$ cat config.mk
export PLATFORM = sky130hd
export DESIGN_NAME = flash_program_erase_control
export DESIGN_NICKNAME = d
export VERILOG_FILES = /design/src/rtl/flash_ctl_pkg.sv /design/src/rtl/flash_level_sync.sv /design/src/rtl/flash_block_map.sv /design/src/rtl/flash_program_erase_control.sv
export SDC_FILE = /design/constraint.sdc
export NUM_CORES = 1
export LEC_CHECK = 0
export ABC_CLOCK_PERIOD_IN_PS = 9100
export BUFFER_PORTS_ARGS = -buffer_cell sky130_fd_sc_hd__buf_4
export CORE_ASPECT_RATIO = 0.6
export CORE_UTILIZATION = 40
export CTS_CLUSTER_DIAMETER = 200
export DETAILED_ROUTE_END_ITERATION = 10
export HOLD_SLACK_MARGIN = 0.15
export PLACE_DENSITY = 0.7
export SYNTH_ARGS = -nofsm -noshare
export SYNTH_HDL_FRONTEND = slang
export SYNTH_SLANG_ARGS = --single-unit
$ cat constraint.sdc
create_clock -name REF_CLK_I -period 9.1 [get_ports REF_CLK_I]
set_input_delay 0.455 -clock REF_CLK_I [delete_from_list [all_inputs] [get_ports REF_CLK_I]]
set_output_delay 0.455 -clock REF_CLK_I [all_outputs]
set_load 0.02 [all_outputs]
$ cat src/rtl/flash_ctl_pkg.sv
// Constants for the flash program/erase control block.
// Assumes a byte-wide internal register bus and one 125 MHz clock.
// Notes on behaviour
// - Control registers take byte accesses only, two bus states each.
// - Gated registers reachable only while the gate bit is one.
// - Flash disabled: gated registers read zero, writes ignored.
// - Gated writes other than power control have no effect while hardware permit reads zero.
// - Mode bit 7 mirrors the hardware permit pin, read-only.
// - Mode register cleared by reset, hardware or software standby.
// - Software permit writable only with hardware permit set.
// - Setup and verify bits need hardware and software permit.
// - Erase bit needs both permits and erase setup.
// - Program bit needs both permits and program setup.
// - Verify modes entered by software permit then the verify bit.
// - Overlay active: reads of chosen block return overlay RAM.
// - Ten erase blocks of the listed sizes, one erased at a time.
// - Erased bytes read as all ones.
// - Error sets the sticky flag; only reset or hardware standby clear.
// - More than one block bit set clears both block registers.
// - Overlay select blocks program and erase everywhere.
package flash_ctl_pkg;
    localparam logic [15:0] SERIAL_EXT_CONTROL_ADDR      = 16'hFDB4;
    localparam logic [15:0] RAM_OVERLAY_SELECT_ADDR      = 16'hFEDB;
    localparam logic [15:0] FLASH_MODE_CONTROL_ADDR      = 16'hFFA8;
    localparam logic [15:0] FLASH_ERROR_STATUS_ADDR      = 16'hFFA9;
    localparam logic [15:0] ERASE_BLOCK_SELECT_LOW_ADDR  = 16'hFFAA;
    localparam logic [15:0] ERASE_BLOCK_SELECT_HIGH_ADDR = 16'hFFAB;
    localparam logic [15:0] FLASH_POWER_CONTROL_ADDR     = 16'hFFAC;

    localparam logic [7:0] REG_RESET_VALUE = 8'h00;
    localparam logic [7:0] ERASED_BYTE     = 8'hFF;

    // Mode control bit positions
    localparam int HW_PERMIT_POS = 7;
    localparam int SW_PERMIT_POS = 6;
    localparam int ERASE_SU_POS  = 5;
    localparam int PROG_SU_POS   = 4;
    localparam int ERASE_VF_POS  = 3;
    localparam int PROG_VF_POS   = 2;
    localparam int ERASE_GO_POS  = 1;
    localparam int PROG_GO_POS   = 0;

    localparam int FLASH_REG_GATE_POS  = 3;
    localparam int ERROR_FLAG_POS      = 7;
    localparam int OVERLAY_SELECT_POS  = 3;
    localparam logic [7:0] OVERLAY_WR_MASK    = 8'h0B;
    localparam logic [7:0] BLOCK_HIGH_WR_MASK = 8'h03;
    localparam logic [7:0] POWER_WR_MASK      = 8'h80;

    localparam int NUM_BLOCKS    = 10;
    localparam int FLASH_AW      = 17;
    localparam int ACCESS_STATES = 2;
    // Block bases, one extra entry marks the array end
    localparam logic [FLASH_AW:0] BLOCK_BASE [NUM_BLOCKS+1] = '{
        18'h0_0000, 18'h0_0400, 18'h0_0800, 18'h0_0C00, 18'h0_1000,
        18'h0_8000, 18'h0_C000, 18'h0_E000, 18'h1_0000, 18'h1_8000,
        18'h2_0000};
endpackage : flash_ctl_pkg

$ cat src/rtl/flash_level_sync.sv
// Two-stage synchroniser for pin levels.
// Assumes inputs are slow, quasi-static levels.
module flash_level_sync #(
    parameter int WIDTH = 1
) (
    input  wire logic             REF_CLK_I,
    input  wire logic             RST_N_I,
    input  wire logic [WIDTH-1:0] d_i,
    output logic      [WIDTH-1:0] q_o
);
    logic [WIDTH-1:0] meta_reg;

    always_ff @(posedge REF_CLK_I or negedge RST_N_I) begin
        if (!RST_N_I) begin
            meta_reg <= '0;
            q_o      <= '0;
        end else begin
            meta_reg <= d_i;
            q_o      <= meta_reg;
        end
    end
endmodule : flash_level_sync

$ cat src/rtl/flash_block_map.sv
// Decodes a flash byte address into one-hot erase block hits.
// Assumes the address is below the array end.
module flash_block_map
    import flash_ctl_pkg::*;
(
    input  wire logic [flash_ctl_pkg::FLASH_AW-1:0]   addr_i,
    output logic      [flash_ctl_pkg::NUM_BLOCKS-1:0] hit_o
);
    logic [FLASH_AW:0] addr_ext;

    assign addr_ext = {1'b0, addr_i};

    for (genvar i = 0; i < NUM_BLOCKS; i++) begin : g_blk
        assign hit_o[i] = (addr_ext >= BLOCK_BASE[i]) &&
                          (addr_ext <  BLOCK_BASE[i+1]);
    end
endmodule : flash_block_map

$ cat src/rtl/flash_program_erase_control.sv
// Flash program/erase control registers, overlay read steering, modes.
// Assumes an internal byte bus, one clock, and a same-clock sequencer
// that reports program/erase errors as pulses.
module flash_program_erase_control
    import flash_ctl_pkg::*;
(
    input  wire logic                   REF_CLK_I,
    input  wire logic                   RST_N_I,
    input  wire logic                   REQ_I,
    input  wire logic                   WR_I,
    input  wire logic [15:0]            ADDR_I,
    input  wire logic [7:0]             WDATA_I,
    output logic                        ACK_O,
    output logic      [7:0]             RDATA_O,
    input  wire logic                   HW_WRITE_PERMIT_I,
    input  wire logic                   FLASH_ENABLED_I,
    input  wire logic                   HW_STANDBY_I,
    input  wire logic                   SW_STANDBY_I,
    input  wire logic                   PROG_ERROR_I,
    input  wire logic                   ROM_RD_I,
    input  wire logic [FLASH_AW-1:0]    ROM_ADDR_I,
    input  wire logic [7:0]             ARRAY_DATA_I,
    input  wire logic [7:0]             OVERLAY_DATA_I,
    output logic      [7:0]             ROM_DATA_O,
    output logic                        PROGRAM_MODE_O,
    output logic                        ERASE_MODE_O,
    output logic                        PROGRAM_VERIFY_O,
    output logic                        ERASE_VERIFY_O,
    output logic      [NUM_BLOCKS-1:0]  ERASE_BLOCK_O
);
    import flash_ctl_pkg::*;

    // Bus timing below is built for two-state accesses only
    if (ACCESS_STATES != 2) begin : g_bad_states
        $error("Bus logic serves two states only");
    end

    // Pin levels
    logic hw_write_permit;
    logic flash_en;

    flash_level_sync #(.WIDTH(2)) u_sync (
        .REF_CLK_I (REF_CLK_I),
        .RST_N_I   (RST_N_I),
        .d_i       ({HW_WRITE_PERMIT_I, FLASH_ENABLED_I}),
        .q_o       ({hw_write_permit, flash_en})
    );

    logic [NUM_BLOCKS-1:0] rom_hit;

    flash_block_map u_map (
        .addr_i (ROM_ADDR_I),
        .hit_o  (rom_hit)
    );

    // Bus request state
    logic        busy_reg, busy_next;
    logic        wr_reg, wr_next;
    logic [15:0] addr_reg, addr_next;
    logic [7:0]  wdata_reg, wdata_next;

    always_comb begin
        busy_next  = REQ_I && !busy_reg;
        wr_next    = wr_reg;
        addr_next  = addr_reg;
        wdata_next = wdata_reg;
        if (busy_next) begin
            wr_next    = WR_I;
            addr_next  = ADDR_I;
            wdata_next = WDATA_I;
        end
    end

    always_ff @(posedge REF_CLK_I or negedge RST_N_I) begin
        if (!RST_N_I) begin
            busy_reg  <= 1'b0;
            wr_reg    <= 1'b0;
            addr_reg  <= 16'h0000;
            wdata_reg <= 8'h00;
        end else begin
            busy_reg  <= busy_next;
            wr_reg    <= wr_next;
            addr_reg  <= addr_next;
            wdata_reg <= wdata_next;
        end
    end

    // Control registers
    logic [6:0] mode_reg, mode_next;
    logic       err_reg, err_next;
    logic [7:0] blk_lo_reg, blk_lo_next;
    logic [1:0] blk_hi_reg, blk_hi_next;
    logic [7:0] ovl_reg, ovl_next;
    logic [7:0] gate_reg, gate_next;
    logic       pwr_reg, pwr_next;

    logic       wr_apply, rd_apply, gated_addr, gated_ok, gated_wr_ok;
    logic       sw_on, protect;
    logic [7:0] rdata_next;
    logic [9:0] blk_all;

    assign wr_apply   = busy_reg && wr_reg;
    assign rd_apply   = busy_reg && !wr_reg;
    assign gated_addr = addr_reg inside {FLASH_MODE_CONTROL_ADDR,
                        FLASH_ERROR_STATUS_ADDR, ERASE_BLOCK_SELECT_LOW_ADDR,
                        ERASE_BLOCK_SELECT_HIGH_ADDR,
                        FLASH_POWER_CONTROL_ADDR};
    assign gated_ok    = gate_reg[FLASH_REG_GATE_POS] &&
                         flash_en;
    assign gated_wr_ok = gated_ok && hw_write_permit;
    assign sw_on       = mode_reg[SW_PERMIT_POS];
    assign protect     = ovl_reg[OVERLAY_SELECT_POS] || err_reg;

    always_comb begin
        mode_next   = mode_reg;
        err_next    = err_reg;
        blk_lo_next = blk_lo_reg;
        blk_hi_next = blk_hi_reg;
        ovl_next    = ovl_reg;
        gate_next   = gate_reg;
        pwr_next    = pwr_reg;
        blk_all     = '0;
        if (wr_apply) begin
            unique case (addr_reg)
                SERIAL_EXT_CONTROL_ADDR: gate_next = wdata_reg;
                RAM_OVERLAY_SELECT_ADDR:
                    ovl_next = wdata_reg & OVERLAY_WR_MASK;
                FLASH_MODE_CONTROL_ADDR: if (gated_wr_ok) begin
                    // Each bit checks the pre-write state alone
                    mode_next[SW_PERMIT_POS] =
                        wdata_reg[SW_PERMIT_POS];
                    if (sw_on) begin
                        mode_next[5:2] = wdata_reg[5:2];
                        if (mode_reg[ERASE_SU_POS])
                            mode_next[ERASE_GO_POS] =
                                wdata_reg[ERASE_GO_POS];
                        if (mode_reg[PROG_SU_POS])
                            mode_next[PROG_GO_POS] =
                                wdata_reg[PROG_GO_POS];
                    end
                end
                ERASE_BLOCK_SELECT_LOW_ADDR:
                    if (gated_wr_ok) blk_lo_next = wdata_reg;
                ERASE_BLOCK_SELECT_HIGH_ADDR:
                    if (gated_wr_ok) begin
                        blk_hi_next = wdata_reg[1:0] & BLOCK_HIGH_WR_MASK[1:0];
                    end
                FLASH_POWER_CONTROL_ADDR:
                    if (gated_ok) pwr_next = wdata_reg[7] & POWER_WR_MASK[7];
                default: ;
            endcase
        end
        blk_all = {blk_hi_next, blk_lo_next};
        if ($countones(blk_all) > 1) begin
            blk_lo_next = '0;
            blk_hi_next = '0;
        end
        // Without both permits the block selection is dropped
        if (!hw_write_permit || !mode_next[SW_PERMIT_POS]) begin
            blk_lo_next = '0;
            blk_hi_next = '0;
        end
        // Hardware protection drops all mode bits
        if (!hw_write_permit) mode_next = '0;
        if (HW_STANDBY_I || SW_STANDBY_I) begin
            mode_next   = '0;
            blk_lo_next = '0;
            blk_hi_next = '0;
            pwr_next    = 1'b0;
        end
        if (HW_STANDBY_I) begin
            ovl_next  = REG_RESET_VALUE;
            gate_next = REG_RESET_VALUE;
            err_next  = 1'b0;
        end
        // Set beats the standby clear
        if (PROG_ERROR_I) err_next = 1'b1;
    end

    always_ff @(posedge REF_CLK_I or negedge RST_N_I) begin
        if (!RST_N_I) begin
            mode_reg   <= 7'h00;
            err_reg    <= 1'b0;
            blk_lo_reg <= REG_RESET_VALUE;
            blk_hi_reg <= 2'h0;
            ovl_reg    <= REG_RESET_VALUE;
            gate_reg   <= REG_RESET_VALUE;
            pwr_reg    <= 1'b0;
        end else begin
            mode_reg   <= mode_next;
            err_reg    <= err_next;
            blk_lo_reg <= blk_lo_next;
            blk_hi_reg <= blk_hi_next;
            ovl_reg    <= ovl_next;
            gate_reg   <= gate_next;
            pwr_reg    <= pwr_next;
        end
    end

    // Read data, answered in the second state
    always_comb begin
        rdata_next = 8'h00;
        if (rd_apply) begin
            if (gated_addr && !gated_ok) begin
                rdata_next = 8'h00;
            end else begin
                unique case (addr_reg)
                    SERIAL_EXT_CONTROL_ADDR: rdata_next = gate_reg;
                    RAM_OVERLAY_SELECT_ADDR: rdata_next = ovl_reg;
                    FLASH_MODE_CONTROL_ADDR:
                        rdata_next = {hw_write_permit, mode_reg};
                    FLASH_ERROR_STATUS_ADDR: rdata_next = {err_reg, 7'h00};
                    ERASE_BLOCK_SELECT_LOW_ADDR: rdata_next = blk_lo_reg;
                    ERASE_BLOCK_SELECT_HIGH_ADDR:
                        rdata_next = {6'h00, blk_hi_reg};
                    FLASH_POWER_CONTROL_ADDR: rdata_next = {pwr_reg, 7'h00};
                    default: rdata_next = 8'h00;
                endcase
            end
        end
    end

    // Flash read steering and mode outputs
    logic [7:0]            rom_next;
    logic                  ovl_hit;
    logic [NUM_BLOCKS-1:0] blk_sel;
    logic                  prog_next, erase_next;

    assign ovl_hit = ovl_reg[OVERLAY_SELECT_POS] &&
                     rom_hit[ovl_reg[1:0]];
    assign blk_sel = {blk_hi_next, blk_lo_next};
    assign prog_next  = mode_next[PROG_GO_POS] &&
                        !ovl_next[OVERLAY_SELECT_POS] && !err_next;
    assign erase_next = mode_next[ERASE_GO_POS] &&
                        !ovl_next[OVERLAY_SELECT_POS] && !err_next;

    always_comb begin
        rom_next = ROM_DATA_O;
        if (ROM_RD_I) begin
            if (ovl_hit) rom_next = OVERLAY_DATA_I;
            else if (erase_mode_hit()) rom_next = ERASED_BYTE;
            else rom_next = ARRAY_DATA_I;
        end
    end

    // Block under erase reads as erased while erasing
    function automatic logic erase_mode_hit();
        return ERASE_MODE_O && |(rom_hit & ERASE_BLOCK_O);
    endfunction : erase_mode_hit

    always_ff @(posedge REF_CLK_I or negedge RST_N_I) begin
        if (!RST_N_I) begin
            ACK_O            <= 1'b0;
            RDATA_O          <= 8'h00;
            ROM_DATA_O       <= 8'h00;
            PROGRAM_MODE_O   <= 1'b0;
            ERASE_MODE_O     <= 1'b0;
            PROGRAM_VERIFY_O <= 1'b0;
            ERASE_VERIFY_O   <= 1'b0;
            ERASE_BLOCK_O    <= '0;
        end else begin
            ACK_O            <= busy_reg;
            RDATA_O          <= rdata_next;
            ROM_DATA_O       <= rom_next;
            PROGRAM_MODE_O   <= prog_next;
            ERASE_MODE_O     <= erase_next;
            PROGRAM_VERIFY_O <= mode_next[PROG_VF_POS];
            ERASE_VERIFY_O   <= mode_next[ERASE_VF_POS];
            ERASE_BLOCK_O    <= blk_sel;
        end
    end
endmodule : flash_program_erase_control

; ---- Word level (Yosys, flattened, before mapping)
; Cells that the tools add are included.
[classes]
reduce_logical = 43
order_cmp = 22
mul = 0
bitwise = 1
n_mux = 39
n_addsub = 9
div_mod_pow = 0
shifts = 0
eq_ne = 11
[ops]
columns = cell, count
row1 = two-way mux 8 bit, 16
row2 = equality test 16 bit (second input constant), 7
row3 = one-hot mux 8 bit (7 select lines), 1
row4 = >= comparator 17 x 16 -> 1 bit (second input constant), 3
row5 = less-than comparator 17 x 16 -> 1 bit (second input constant), 3
row6 = two-way mux 7 bit, 5
row7 = >= comparator 17 x 12 -> 1 bit (second input constant), 2
row8 = >= comparator 17 bit (second input constant), 2
row9 = less-than comparator 17 x 12 -> 1 bit (second input constant), 2
row10 = less-than comparator 17 bit (second input constant), 2
row11 = logical AND 1 bit, 22
row12 = less-than comparator 17 x 18 -> 1 bit (second input constant), 1
row13 = >= comparator 17 x 1 -> 1 bit (second input constant), 1
row14 = >= comparator 17 x 11 -> 1 bit (second input constant), 1
row15 = >= comparator 17 x 13 -> 1 bit (second input constant), 1
row16 = less-than comparator 17 x 11 -> 1 bit (second input constant), 1
row17 = less-than comparator 17 x 13 -> 1 bit (second input constant), 1
row18 = two-way mux 2 bit, 6
row19 = inequality test 3 bit (second input constant), 4
row20 = nonzero test 2 bit, 6
row21 = adder 1 x 1 -> 2 bit, 5
row22 = AND 10 bit, 1
row23 = OR reduction 10 bit, 1
row24 = two-way mux 1 bit, 9
row25 = other kinds (13), 22
[word_totals]
wordCells = 148
n_memories = 0
input_bits = 67
rom_bits = 0
out_inout_bits = 31
latchBits = 0
ramBits = 0
reg_bits = 96

; ---- Logic depth before layout (Yosys ltp)
; Gate-level depths: netlist of the first run.
[logic_depth]
ltp_word = 13
depth_mapped = 18
ltp_nobuf = 16

; ---- Cells and area by module
; A second synthesis of the first run with hierarchy kept.
[hier_totals]
hier_cells = 339
hier_area_um2 = 3942.5
[by_module_without_submodules]
columns = module, area_each_um2, seq_area_each_um2, instances, cells_each
row1 = flash_program_erase_control, 3722.3, 1876.8, 1, 322
row2 = flash_block_map, 120.1, 0.0, 1, 13
row3 = flash_level_sync, 100.1, 100.1, 1, 4

; ---- Worst setup path after synthesis of the first run
; No wires, ideal clock.
[synth_path]
kind = reg-to-reg
startpoint = register addr_reg[0]
endpoint = register ERASE_BLOCK_O[0]
path_slack_ps = 4210
period_less_slack_ps = 4890
stages_incl_launch_ff = 17
arrival_ps = 4817
t_required_ps = 9027
n_path_buf = 2
setup_time_ps = 73
cell_sequence = dfrtp_1 -> clkbuf_1 -> or4_1 -> or4_1 -> buf_2 -> mux2_2 -> fa_1 -> fa_1 -> inv_1 -> fa_1 -> inv_1 -> ha_1 -> fa_1 -> nor3_1 -> a41oi_1 -> a211o_4 -> nor2b_1
[synth_via]
elab_chain_cells = 11
word_cells_on_any_way = 24
classes_between = 9 x add/sub / 1 x order compare / 3 x eq/ne / 9 x mux / 2 x reduce/logical
[synth_rtl]
columns = element, line
row1 = from (decl), flash_program_erase_control.sv:59  ; logic [15:0] addr_reg, addr_next;
row2 = from (signal assigned), flash_program_erase_control.sv:83  ; addr_reg <= addr_next;
row3 = equality test 16 bit, flash_program_erase_control.sv:124  ; unique case (addr_reg)
row4 = two-way mux 8 bit, flash_program_erase_control.sv:124
row5 = two-way mux 8 bit, flash_program_erase_control.sv:123  ; if (wr_apply) begin
row6 = adder 1 x 1 -> 2 bit (not written as such), flash_program_erase_control.sv:154  ; if ($countones(blk_all) > 1) begin
row7 = adder 2 x 2 -> 3 bit (not written as such), flash_program_erase_control.sv:154
row8 = adder 3 x 3 -> 4 bit (not written as such), flash_program_erase_control.sv:154
row9 = adder 4 x 2 -> 5 bit (not written as such), flash_program_erase_control.sv:154
row10 = > comparator 5 x 1 -> 1 bit, flash_program_erase_control.sv:154
row11 = two-way mux 8 bit, flash_program_erase_control.sv:154
row12 = two-way mux 8 bit (*), flash_program_erase_control.sv:159  ; if (!hw_write_permit || !mode_next[SW_PERMIT_POS]) begin
row13 = two-way mux 8 bit (*), flash_program_erase_control.sv:165  ; if (HW_STANDBY_I || SW_STANDBY_I) begin
row14 = net blk_lo_next[0], flash_program_erase_control.sv:91  ; logic [7:0] blk_lo_reg, blk_lo_next;
row15 = to (signal assigned), flash_program_erase_control.sv:269  ; ERASE_BLOCK_O <= blk_sel;
row16 = to (decl), flash_program_erase_control.sv:29  ; output logic [NUM_BLOCKS-1:0] ERASE_BLOCK_O
; Mark *: on every way through the listed nets, which the timed path passes. The rest lies on a longest branch. The select of a mux whose other input is x is not followed.
; A chain may end at the register's enable or synchronous reset.

; ---- Worst setup path after layout of the first run
[layout_path]
startpoint = register busy_reg
endpoint = register ERASE_BLOCK_O[7]
[layout_via]
elab_chain_cells = 10
word_cells_on_any_way = 19
classes_between = 9 x add/sub / 1 x order compare / 6 x mux / 3 x reduce/logical
[layout_rtl]
columns = element, line
row1 = from (decl), flash_program_erase_control.sv:57  ; logic busy_reg, busy_next;
row2 = from (signal assigned), flash_program_erase_control.sv:81  ; busy_reg <= busy_next;
row3 = logical AND 1 bit (*), flash_program_erase_control.sv:102  ; assign wr_apply = busy_reg && wr_reg;
row4 = two-way mux 8 bit, flash_program_erase_control.sv:123
row5 = adder 1 x 1 -> 2 bit (not written as such), flash_program_erase_control.sv:154
row6 = adder 2 x 2 -> 3 bit (not written as such), flash_program_erase_control.sv:154
row7 = adder 3 x 3 -> 4 bit (not written as such), flash_program_erase_control.sv:154
row8 = adder 4 x 2 -> 5 bit (not written as such), flash_program_erase_control.sv:154
row9 = > comparator 5 x 1 -> 1 bit, flash_program_erase_control.sv:154
row10 = two-way mux 8 bit, flash_program_erase_control.sv:154
row11 = two-way mux 8 bit (*), flash_program_erase_control.sv:159
row12 = two-way mux 8 bit (*), flash_program_erase_control.sv:165
row13 = net blk_lo_next[7], flash_program_erase_control.sv:91
; Marked as above.

==> results of run 1 <==
[metal layers]
layer	global-route usage	vias up	part of all wire
met3	0.0569	10	0.071
met4	0.0723	0	0.011
met5	0	-	0
li1	-	1326	-
met1	0.305	1390	0.48
met2	0.301	129	0.44
[worst max-delay path by stage]
stage                start               end  slack (ns)  cells after the start
2_1_floorplan  addr_reg[0]  ERASE_BLOCK_O[0]        4.21                     16
3_3_place_gp   addr_reg[2]  ERASE_BLOCK_O[8]        3.83                     15
3_5_place_dp   addr_reg[2]  ERASE_BLOCK_O[2]        3.75                     15
4_1_cts        addr_reg[2]  ERASE_BLOCK_O[2]        3.73                     15
5_1_grt        addr_reg[1]  ERASE_BLOCK_O[8]        3.44                     15
6_report          busy_reg  ERASE_BLOCK_O[7]        3.74                     15
[cell usage after synthesis (3+ instances only)]
library cell	instances	area (um2)
nand4_1	6	37.5
mux2i_1	22	220
nor3_1	9	45.0
a21oi_1	15	75.1
dfrtp_1	79	1980
fa_1	6	120
nand2_1	12	45.0
a22oi_1	7	52.6
nor2_1	35	131
mux2_2	30	338
nand3_1	3	15.0
o22ai_1	8	50.1
or4_1	3	22.5
inv_1	22	82.6
or3_1	3	18.8
a222oi_1	4	40.0
clkbuf_1	6	22.5
nor2b_1	8	50.1
buf_2	3	15.0
o21ai_0	9	45.0
[power breakdown]
part / internal, mW / switching [mW]
clock: 0.213 / 0.146
combinational: 0.0423 / 0.0373
sequential: 0.373 / 0.0228
[stage by stage]
step / setup WS [ns] / total power, mW
global placement: 3.83 / 0.479
detailed placement: 3.75 / 0.482
floorplan: 4.21 / 0.435
CTS: 3.73 / 0.842
global route: 3.44 / 0.870
finish: 3.74 / 0.834
[cells by family after synthesis]
kind of cell	share of synthesized area
xor+xnor	0.00474
flops	0.535
simple gates	0.134
mux	0.157
compound gates	0.0945
fa+ha+maj	0.0393
buf+inv	0.0346
[critical path, stage by stage, from the launching register on]
cell     delay [ns]
dfrtp_1        0.41
nand4_1        0.24
or2_1          0.38
or4_1          0.74
mux2_2         0.39
fa_1           0.52
fa_1           0.55
inv_1          0.07
fa_1           0.50
inv_1          0.04
ha_1           0.22
fa_1           0.46
nor3_1         0.21
a41oi_1        0.08
a211o_4        0.34
nor2_1         0.12
[cell type report]
| type | count | area (um2) | share of cell area |
|---|---|---|---|
| Sequential cell | 79 | 1980 | 0.416 |
| Multi-Input combinational cell | 210 | 1590 | 0.335 |
| Timing Repair Buffer | 88 | 661 | 0.139 |
| Clock buffer | 9 | 225 | 0.0474 |
| Tap cell | 112 | 140 | 0.0295 |
| Inverter | 22 | 82.6 | 0.0174 |
| Clock inverter | 7 | 72.6 | 0.0153 |
==> run metrics, run 1 <==
placed insts approximately 500; worst-path maximum fanout 10; GR Util All Layers 0.210; Tmin final 5.36 ns; CTS tree done; CTS Buf Count 9; vias in the first global route between 2000 and 3000; Reg clk slew, reported paths around 0.060 ns; worst hold start FLASH_ENABLED_I; main flop type after synthesis dfrtp_1; root buf cell clkbuf_16; post-route ant nets 0; critical path class reg2reg; final instance area ~4700 um2; Routability Congestion ~0.84; Post-Syn Instances between 300 and 400; Clock Skew 0.00696 ns; GRT overflow 0; Reg2Reg Setup Slack about 3.7 ns; max-cap violations 0; Filler cells just under 800; Final nets 485; WL per Instance ~17 um; routed via count 2855; Die Wd 126 um; pwr/cell area 176 nW/um2; H-tree levels 3; startpoint type of the worst setup path register; largest net degree at the start of global routing 80; sink count of the clock tree around 80; Worst setup EP type register; reg2reg end ERASE_BLOCK_O[7]; Total Wirelength approximately 9200 um; Hold Path Sink u_sync.meta_reg[0]; Worst Hold Depth 1; initial DRC count around 250; Synthesis Warnings 0; Seq/Total Area, Yosys 0.535; placed cell area 4450 um2; Worst-Skew Late Latency approximately 0.35 ns; headroom to the max-slew limit 0.352; hold_buf cts 0; CORE AREA a little under 9000 um2; period utilization 0.589; RSZ-0062 raised after global routing false; # resized after CTS 0; unique cell type count in the Yosys netlist between 40 and 50; Finished Core Util 0.545; global-route wire length before repair 15200 um; most frequent cells in the layout 88 x buf_4, 79 x dfrtp_1, 35 x nor2_1; I/O pin total 98; Mapped Nets about 400; Final Slew Violations 0; share of cells above drive strength 1 0.345; Worst Hold Class in2reg; Site Rows 26; Setup Buffers After CTS 0; Bufs on Longest Clock Path 2; Max rail drop VDD 0.125 mV; syn_area_per_cell between 10 and 15 um2; most common cell after layout, fill and taps aside buf_4; Achievable Freq about 190 MHz; setup TNS 0 ns; R2R depth 15; DRC 0; ys async rst share 1.00; Worst Hold Margin approximately 0.22 ns; total die area between 9000 and 10000 um2; antenna violations before repair 0; HPWL after DPL approximately 6700 um; Hold Fails Final Rpt 0; Buffers on Ports slightly below 90; n_diodes 0; Post-Syn Area around 3700 um2; Pleak 2.23 nW; post-DR vias/cell roughly 5.4; die height ~76 um; drt pass-1 iters 5; final setup vio count 0; Syn-to-layout area delta 28.6%; worst reg2reg startpoint busy_reg; worst slew pin tran a little under 1 ns; status finished, final reports clean; Starting Density 0.424; critical path required time approximately 9.4 ns; worst path arrival time roughly 5.6 ns; Seq cells post-synth about 80; Post-synth EDFFs 0; flip-flop count of the largest register after layout 16; Non-Filler Instances 527
(Power assumes the default switching activity.)
==> inputs of run 2 (changes only) <==
--- a/config.mk
+++ b/config.mk
@@ -5,14 +5,14 @@
 export SDC_FILE = /design/constraint.sdc
 export NUM_CORES = 1
 export LEC_CHECK = 0
-export ABC_CLOCK_PERIOD_IN_PS = 9100
+export ABC_CLOCK_PERIOD_IN_PS = 4900
 export BUFFER_PORTS_ARGS = -buffer_cell sky130_fd_sc_hd__buf_4
 export CORE_ASPECT_RATIO = 0.6
 export CORE_UTILIZATION = 40
 export CTS_CLUSTER_DIAMETER = 200
 export DETAILED_ROUTE_END_ITERATION = 10
 export HOLD_SLACK_MARGIN = 0.15
-export PLACE_DENSITY = 0.7
+export PLACE_DENSITY = 0.73
 export SYNTH_ARGS = -nofsm -noshare
 export SYNTH_HDL_FRONTEND = slang
 export SYNTH_SLANG_ARGS = --single-unit
==> constraint.sdc (replaced) <==
create_clock -name REF_CLK_I -period 4.9 [get_ports REF_CLK_I]
set_input_delay 0.245 -clock REF_CLK_I [delete_from_list [all_inputs] [get_ports REF_CLK_I]]
set_output_delay 0.245 -clock REF_CLK_I [all_outputs]
set_load 0.02 [all_outputs]
==> run metrics, run 2 (same netlist as run 1, synthesis figures left out) <==
status finished with violations; failing checks setup timing; Final Slew Violations 0; worst reg2reg startpoint addr_reg[15]; delay-heaviest family, CP adder cells; area occupied by multi-input gates between 1500 and 2000 um2; Routability Congestion 0.894; Filler cells about 700; R2R depth 15; post-DR vias/cell 5.25; CP most frequent cell fa_1; CP max stage delay between 0.5 and 0.6 ns; max-cap violations 0; Worst Hold Depth 3; routed via count between 3000 and 4000; Finished Core Util 0.614; CTS Buf Count 9; worst slew pin tran 0.960 ns; Worst Hold Class in2reg; share of cells above drive strength 1 0.364; worst path arrival time 5.36 ns; headroom to the max-slew limit 0.360; startpoint type of the worst setup path register; largest net degree at the start of global routing 80; CTS tree done; post-route ant nets 0; die height approximately 76 um; Starting Density 0.424; setup TNS -1.70 ns; slowest CP cell fa_1; initial DRC count roughly 220; CORE AREA around 8700 um2; worst hold start ARRAY_DATA_I[5]; RSZ-0062 raised after global routing true; Crit path depth 15; total die area 9640 um2; sink count of the clock tree a little under 80; worst path bufs/invs 2; Die Wd 126 um; Buffers on Ports 87; Sequential Area a little under 2000 um2; n_diodes 0; GRT overflow 0; critical path class reg2reg; Achievable Freq slightly below 200 MHz; worst-path maximum fanout 5; Tmin final 5.08 ns; flip-flop count of the largest register after layout 16; most common cell after layout, fill and taps aside buf_4; Clock Skew 0.00624 ns; DRC 0; GR Util All Layers 0.222; HPWL after DPL around 6900 um; H-tree levels 3; most frequent cells in the layout 103 x buf_4, 79 x dfrtp_1, 35 x dlygate4sd3_1; vias in the first global route approximately 3100; Pleak ~2.5 nW; Reg2Reg Setup Slack -0.18 ns; Syn-to-layout area delta 44.9%; final setup vio count 10; Reg clk slew, reported paths 0.06 ns; Final nets between 500 and 600; global-route wire length before repair approximately 16000 um; reg2reg end ERASE_BLOCK_O[0]; WL per Instance ~17 um; pwr/cell area around 320 nW/um2; period utilization 1.04; final worst slack -0.183 ns; Max rail drop VDD around 0.17 mV; Bufs on Longest Clock Path 2; Hold Path Sink ROM_DATA_O[5]; Worst-Skew Late Latency between 0.3 and 0.4 ns; antenna violations before repair 0; CP cell instances nand4_1, or4_1, or4_4, mux2_4, fa_1, fa_1, inv_2, fa_1, inv_1, ha_2, fa_1, nor2_2, a41oi_2, a211o_4, nor2b_1; Hold Fails Final Rpt 0; root buf cell clkbuf_16; I/O pin total 98; critical path required time 5.18 ns; drt pass-1 iters 6; Total Wirelength roughly 9800 um; Worst setup EP type register; Site Rows 26
==> run 2: what timing repair did <==
| item | 4_1_cts | 5_1_grt |
|---|---|---|
| endpoints found under the setup margin | 10 | 10 |
| gates resized for setup | 9 | 4 |
| pin swaps | 1 | 2 |
| endpoints found under the hold margin | 113 | 0 |
| hold buffers | 35 | 0 |
| cloned | 1 | 0 |
| buffers inserted | 0 | 0 |
==> run 2: stage by stage <==
stage	power [mW]	setup WS, ns	hold slack (ns)	cells	instance area (um2)
after floorplan	0.807	0.00972	-0.0506	322	3690
after global placement	0.900	-0.101	0.335	527	4570
after detailed placement	0.907	-0.209	0.336	527	4570
after CTS	1.75	-0.191	0.156	579	5330
after global routing	1.81	-0.346	0.167	579	5350
final	1.74	-0.183	0.156	579	5350
==> run 2: worst max path at each step <==
stage / start / end / slack, ns
after floorplan: addr_reg[0] / ERASE_BLOCK_O[0] / 0.01
after global placement: addr_reg[11] / ERASE_BLOCK_O[0] / -0.10
after detailed placement: addr_reg[10] / ERASE_BLOCK_O[2] / -0.21
after CTS: addr_reg[10] / ERASE_BLOCK_O[3] / -0.19
after global routing: addr_reg[15] / ERASE_BLOCK_O[2] / -0.35
final: addr_reg[15] / ERASE_BLOCK_O[0] / -0.18
==> run 2: cell type report <==
class                   instances  area share
multi-input cells             211       0.308
clock inverters                 7      0.0271
repair buffers                139       0.212
flip-flops and latches         79       0.369
inverters                      22      0.0154
well taps                     112      0.0262
clock buffers                   9      0.0421
==> run 2: routing by layer <==
metal / global-route usage / part of all wire
met3: 0.0660 / 0.073
met2: 0.333 / 0.44
met4: 0.0590 / 0.0084
met1: 0.314 / 0.48
met5: 0 / 0
==> run 2: worst register-to-register path, cell delays in order (launching register included) <==
cell     delay [ns]
dfrtp_1        0.34
nand4_1        0.17
or4_1          0.55
or4_4          0.49
mux2_4         0.34
fa_1           0.52
fa_1           0.59
inv_2          0.05
fa_1           0.50
inv_1          0.04
ha_2           0.18
fa_1           0.48
nor2_2         0.12
a41oi_2        0.18
a211o_4        0.35
nor2b_1        0.12
==> run 2: power by group <==
part           switching (mW)  internal (mW)  leakage [nW]
registers              0.0350          0.693          1.02
logic                  0.0846          0.106          1.30
clock network           0.270          0.550         0.176
total                   0.389           1.35          2.50
==> inputs of run 3 (changes only) <==
--- a/config.mk
+++ b/config.mk
@@ -5,14 +5,14 @@
 export SDC_FILE = /design/constraint.sdc
 export NUM_CORES = 1
 export LEC_CHECK = 0
-export ABC_CLOCK_PERIOD_IN_PS = 4900
+export ABC_CLOCK_PERIOD_IN_PS = 5300
 export BUFFER_PORTS_ARGS = -buffer_cell sky130_fd_sc_hd__buf_4
 export CORE_ASPECT_RATIO = 0.6
 export CORE_UTILIZATION = 40
 export CTS_CLUSTER_DIAMETER = 200
 export DETAILED_ROUTE_END_ITERATION = 10
 export HOLD_SLACK_MARGIN = 0.15
-export PLACE_DENSITY = 0.73
+export PLACE_DENSITY = 0.7
 export SYNTH_ARGS = -nofsm -noshare
 export SYNTH_HDL_FRONTEND = slang
 export SYNTH_SLANG_ARGS = --single-unit
==> constraint.sdc (replaced) <==
create_clock -name REF_CLK_I -period 5.3 [get_ports REF_CLK_I]
set_input_delay 0.265 -clock REF_CLK_I [delete_from_list [all_inputs] [get_ports REF_CLK_I]]
set_output_delay 0.265 -clock REF_CLK_I [all_outputs]
set_load 0.02 [all_outputs]
==> run metrics, run 3 (same netlist as run 1, synthesis figures left out) <==
CP max stage delay between 0.5 and 0.6 ns; Crit path depth 15; antenna violations before repair 0; Reg clk slew, reported paths approximately 0.06 ns; slowest CP cell fa_1; worst path bufs/invs 2; delay-heaviest family, CP adder cells; worst reg2reg startpoint addr_reg[15]; Achievable Freq around 190 MHz; Final Slew Violations 0; Max rail drop VDD 0.214 mV; Routability Congestion slightly below 0.9; most frequent cells in the layout 98 x buf_4, 79 x dfrtp_1, 35 x nor2_1; DRC 0; Bufs on Longest Clock Path 2; worst slew pin tran ~1 ns; global-route wire length before repair between 15000 and 20000 um; CP most frequent cell fa_1; Clock Skew 0.00539 ns; pwr/cell area just over 300 nW/um2; Worst Setup EP ERASE_BLOCK_O[1]; Buffers on Ports slightly below 90; Sequential Power Share 0.426; Hold Fails Final Rpt 0; Total Wirelength about 9500 um; Clock power frac 0.471; GRT overflow 0; Worst-Skew Late Latency around 0.34 ns; reg2reg end ERASE_BLOCK_O[1]; critical path class reg2reg; Tmin final ~5.2 ns; Worst setup startpoint addr_reg[15]; Pleak about 2.4 nW; Site Rows 26; flip-flop count of the largest register after layout 16; WL per Instance around 17 um; setup TNS 0 ns; largest net degree at the start of global routing 80; Die Wd 126 um; R2R depth 15; vias in the first global route around 3000; CTS Buf Count 9; startpoint type of the worst setup path register; most common cell after layout, fill and taps aside buf_4; H-tree levels 3; Worst Hold Margin 0.160 ns; Starting Density 0.424; Gate power share 0.103; Int Power 1.24 mW; headroom to the max-slew limit 0.352; period utilization 0.977; final setup vio count 0; Final nets around 520; worst path arrival time about 5.5 ns; post-route ant nets 0; n_diodes 0; Worst setup EP type register; worst-path maximum fanout 5; switch share 0.218; post-DR vias/cell around 5.3; total die area approximately 9600 um2; CORE AREA between 8000 and 9000 um2; critical path required time 5.58 ns; sink count of the clock tree slightly below 80; status finished, final reports clean; GR Util All Layers 0.212; CTS tree done; initial DRC count 254; P_sw ~350 uW; CP cell instances nand4_1, or4_1, or4_4, mux2_4, fa_1, fa_1, inv_1, fa_1, inv_1, ha_2, fa_1, nor2_1, a41oi_2, a211o_2, nor2b_1; Worst Hold Class in2reg; max-cap violations 0; die height around 76 um; Syn-to-layout area delta 40.0%; root buf cell clkbuf_16; drt pass-1 iters 5; final instance area 5170 um2; share of cells above drive strength 1 0.356; placed cell area ~4500 um2; I/O pin total between 90 and 100; Reg2Reg Setup Slack approximately 0.12 ns; routed via count between 2000 and 3000; HPWL after DPL 6830 um
-- run 3: final cells by class --
type	count	area (um2)
Sequential cell	79	1980
Clock buffer	10	229
Tap cell	112	140
Clock inverter	6	133
Timing Repair Buffer	121	976
Inverter	22	82.6
Fill cell	727	3550
Multi-Input combinational cell	211	1630
-- run 3: power groups by stage --
| stage | Combinational, mW | Clock, mW | Sequential [mW] |
|---|---|---|---|
| 2_1_floorplan | 0.0663 | 0 | 0.680 |
| 3_3_place_gp | 0.147 | 0 | 0.682 |
| 6_report | 0.163 | 0.744 | 0.673 |
| 4_1_cts | 0.163 | 0.761 | 0.672 |
| 3_5_place_dp | 0.150 | 0 | 0.683 |
| 5_1_grt | 0.178 | 0.787 | 0.678 |
-- run 3: per-stage QoR --
step	cells	setup slack [ns]	power [mW]	utilization
2_1_floorplan	322	0.410	0.746	-
5_1_grt	561	-0.0564	1.64	0.593
3_3_place_gp	520	0.197	0.829	0.518
4_1_cts	558	0.0654	1.60	0.585
3_5_place_dp	520	0.0992	0.833	0.518
6_report	561	0.123	1.58	0.593
-- run 3: worst min path at each step --
stage | start | to | slack, ns | cells after the start
finish | WR_I | wr_reg | 0.16 | 2
global route | WDATA_I[0] | wdata_reg[0] | 0.15 | 2
CTS | ARRAY_DATA_I[6] | ROM_DATA_O[6] | 0.15 | 3
detailed placement | u_sync.meta_reg[1] | u_sync.q_o[1] | 0.34 | 0
global placement | u_sync.meta_reg[1] | u_sync.q_o[1] | 0.34 | 0
floorplan | RST_N_I | ACK_O | -0.03 | 0
-- run 3: routing by layer --
| layer | share of wire | wire length (um) | global-route usage |
|---|---|---|---|
| met1 | 0.51 | 4800 | 0.302 |
| met2 | 0.43 | 4040 | 0.313 |
| met3 | 0.062 | 586 | 0.0625 |
| met4 | 0.0076 | 72 | 0.0566 |
| met5 | 0 | 0 | 0 |
-- run 3: worst register-to-register path: stages (launching register included) --
cell     delay (ns)
dfrtp_1        0.35
nand4_1        0.21
or4_1          0.56
or4_4          0.49
mux2_4         0.34
fa_1           0.51
fa_1           0.57
inv_1          0.08
fa_1           0.52
inv_1          0.05
ha_2           0.19
fa_1           0.47
nor2_1         0.15
a41oi_2        0.16
a211o_2        0.35
nor2b_1        0.12
-- run 3: what timing repair did --
action / in CTS / in global routing
resized for setup: 0 / 7
endpoints found under the setup margin: 0 / 10
endpoints found under the hold margin: 100 / 0
setup buffers: 0 / 2
hold buffers: 22 / 0
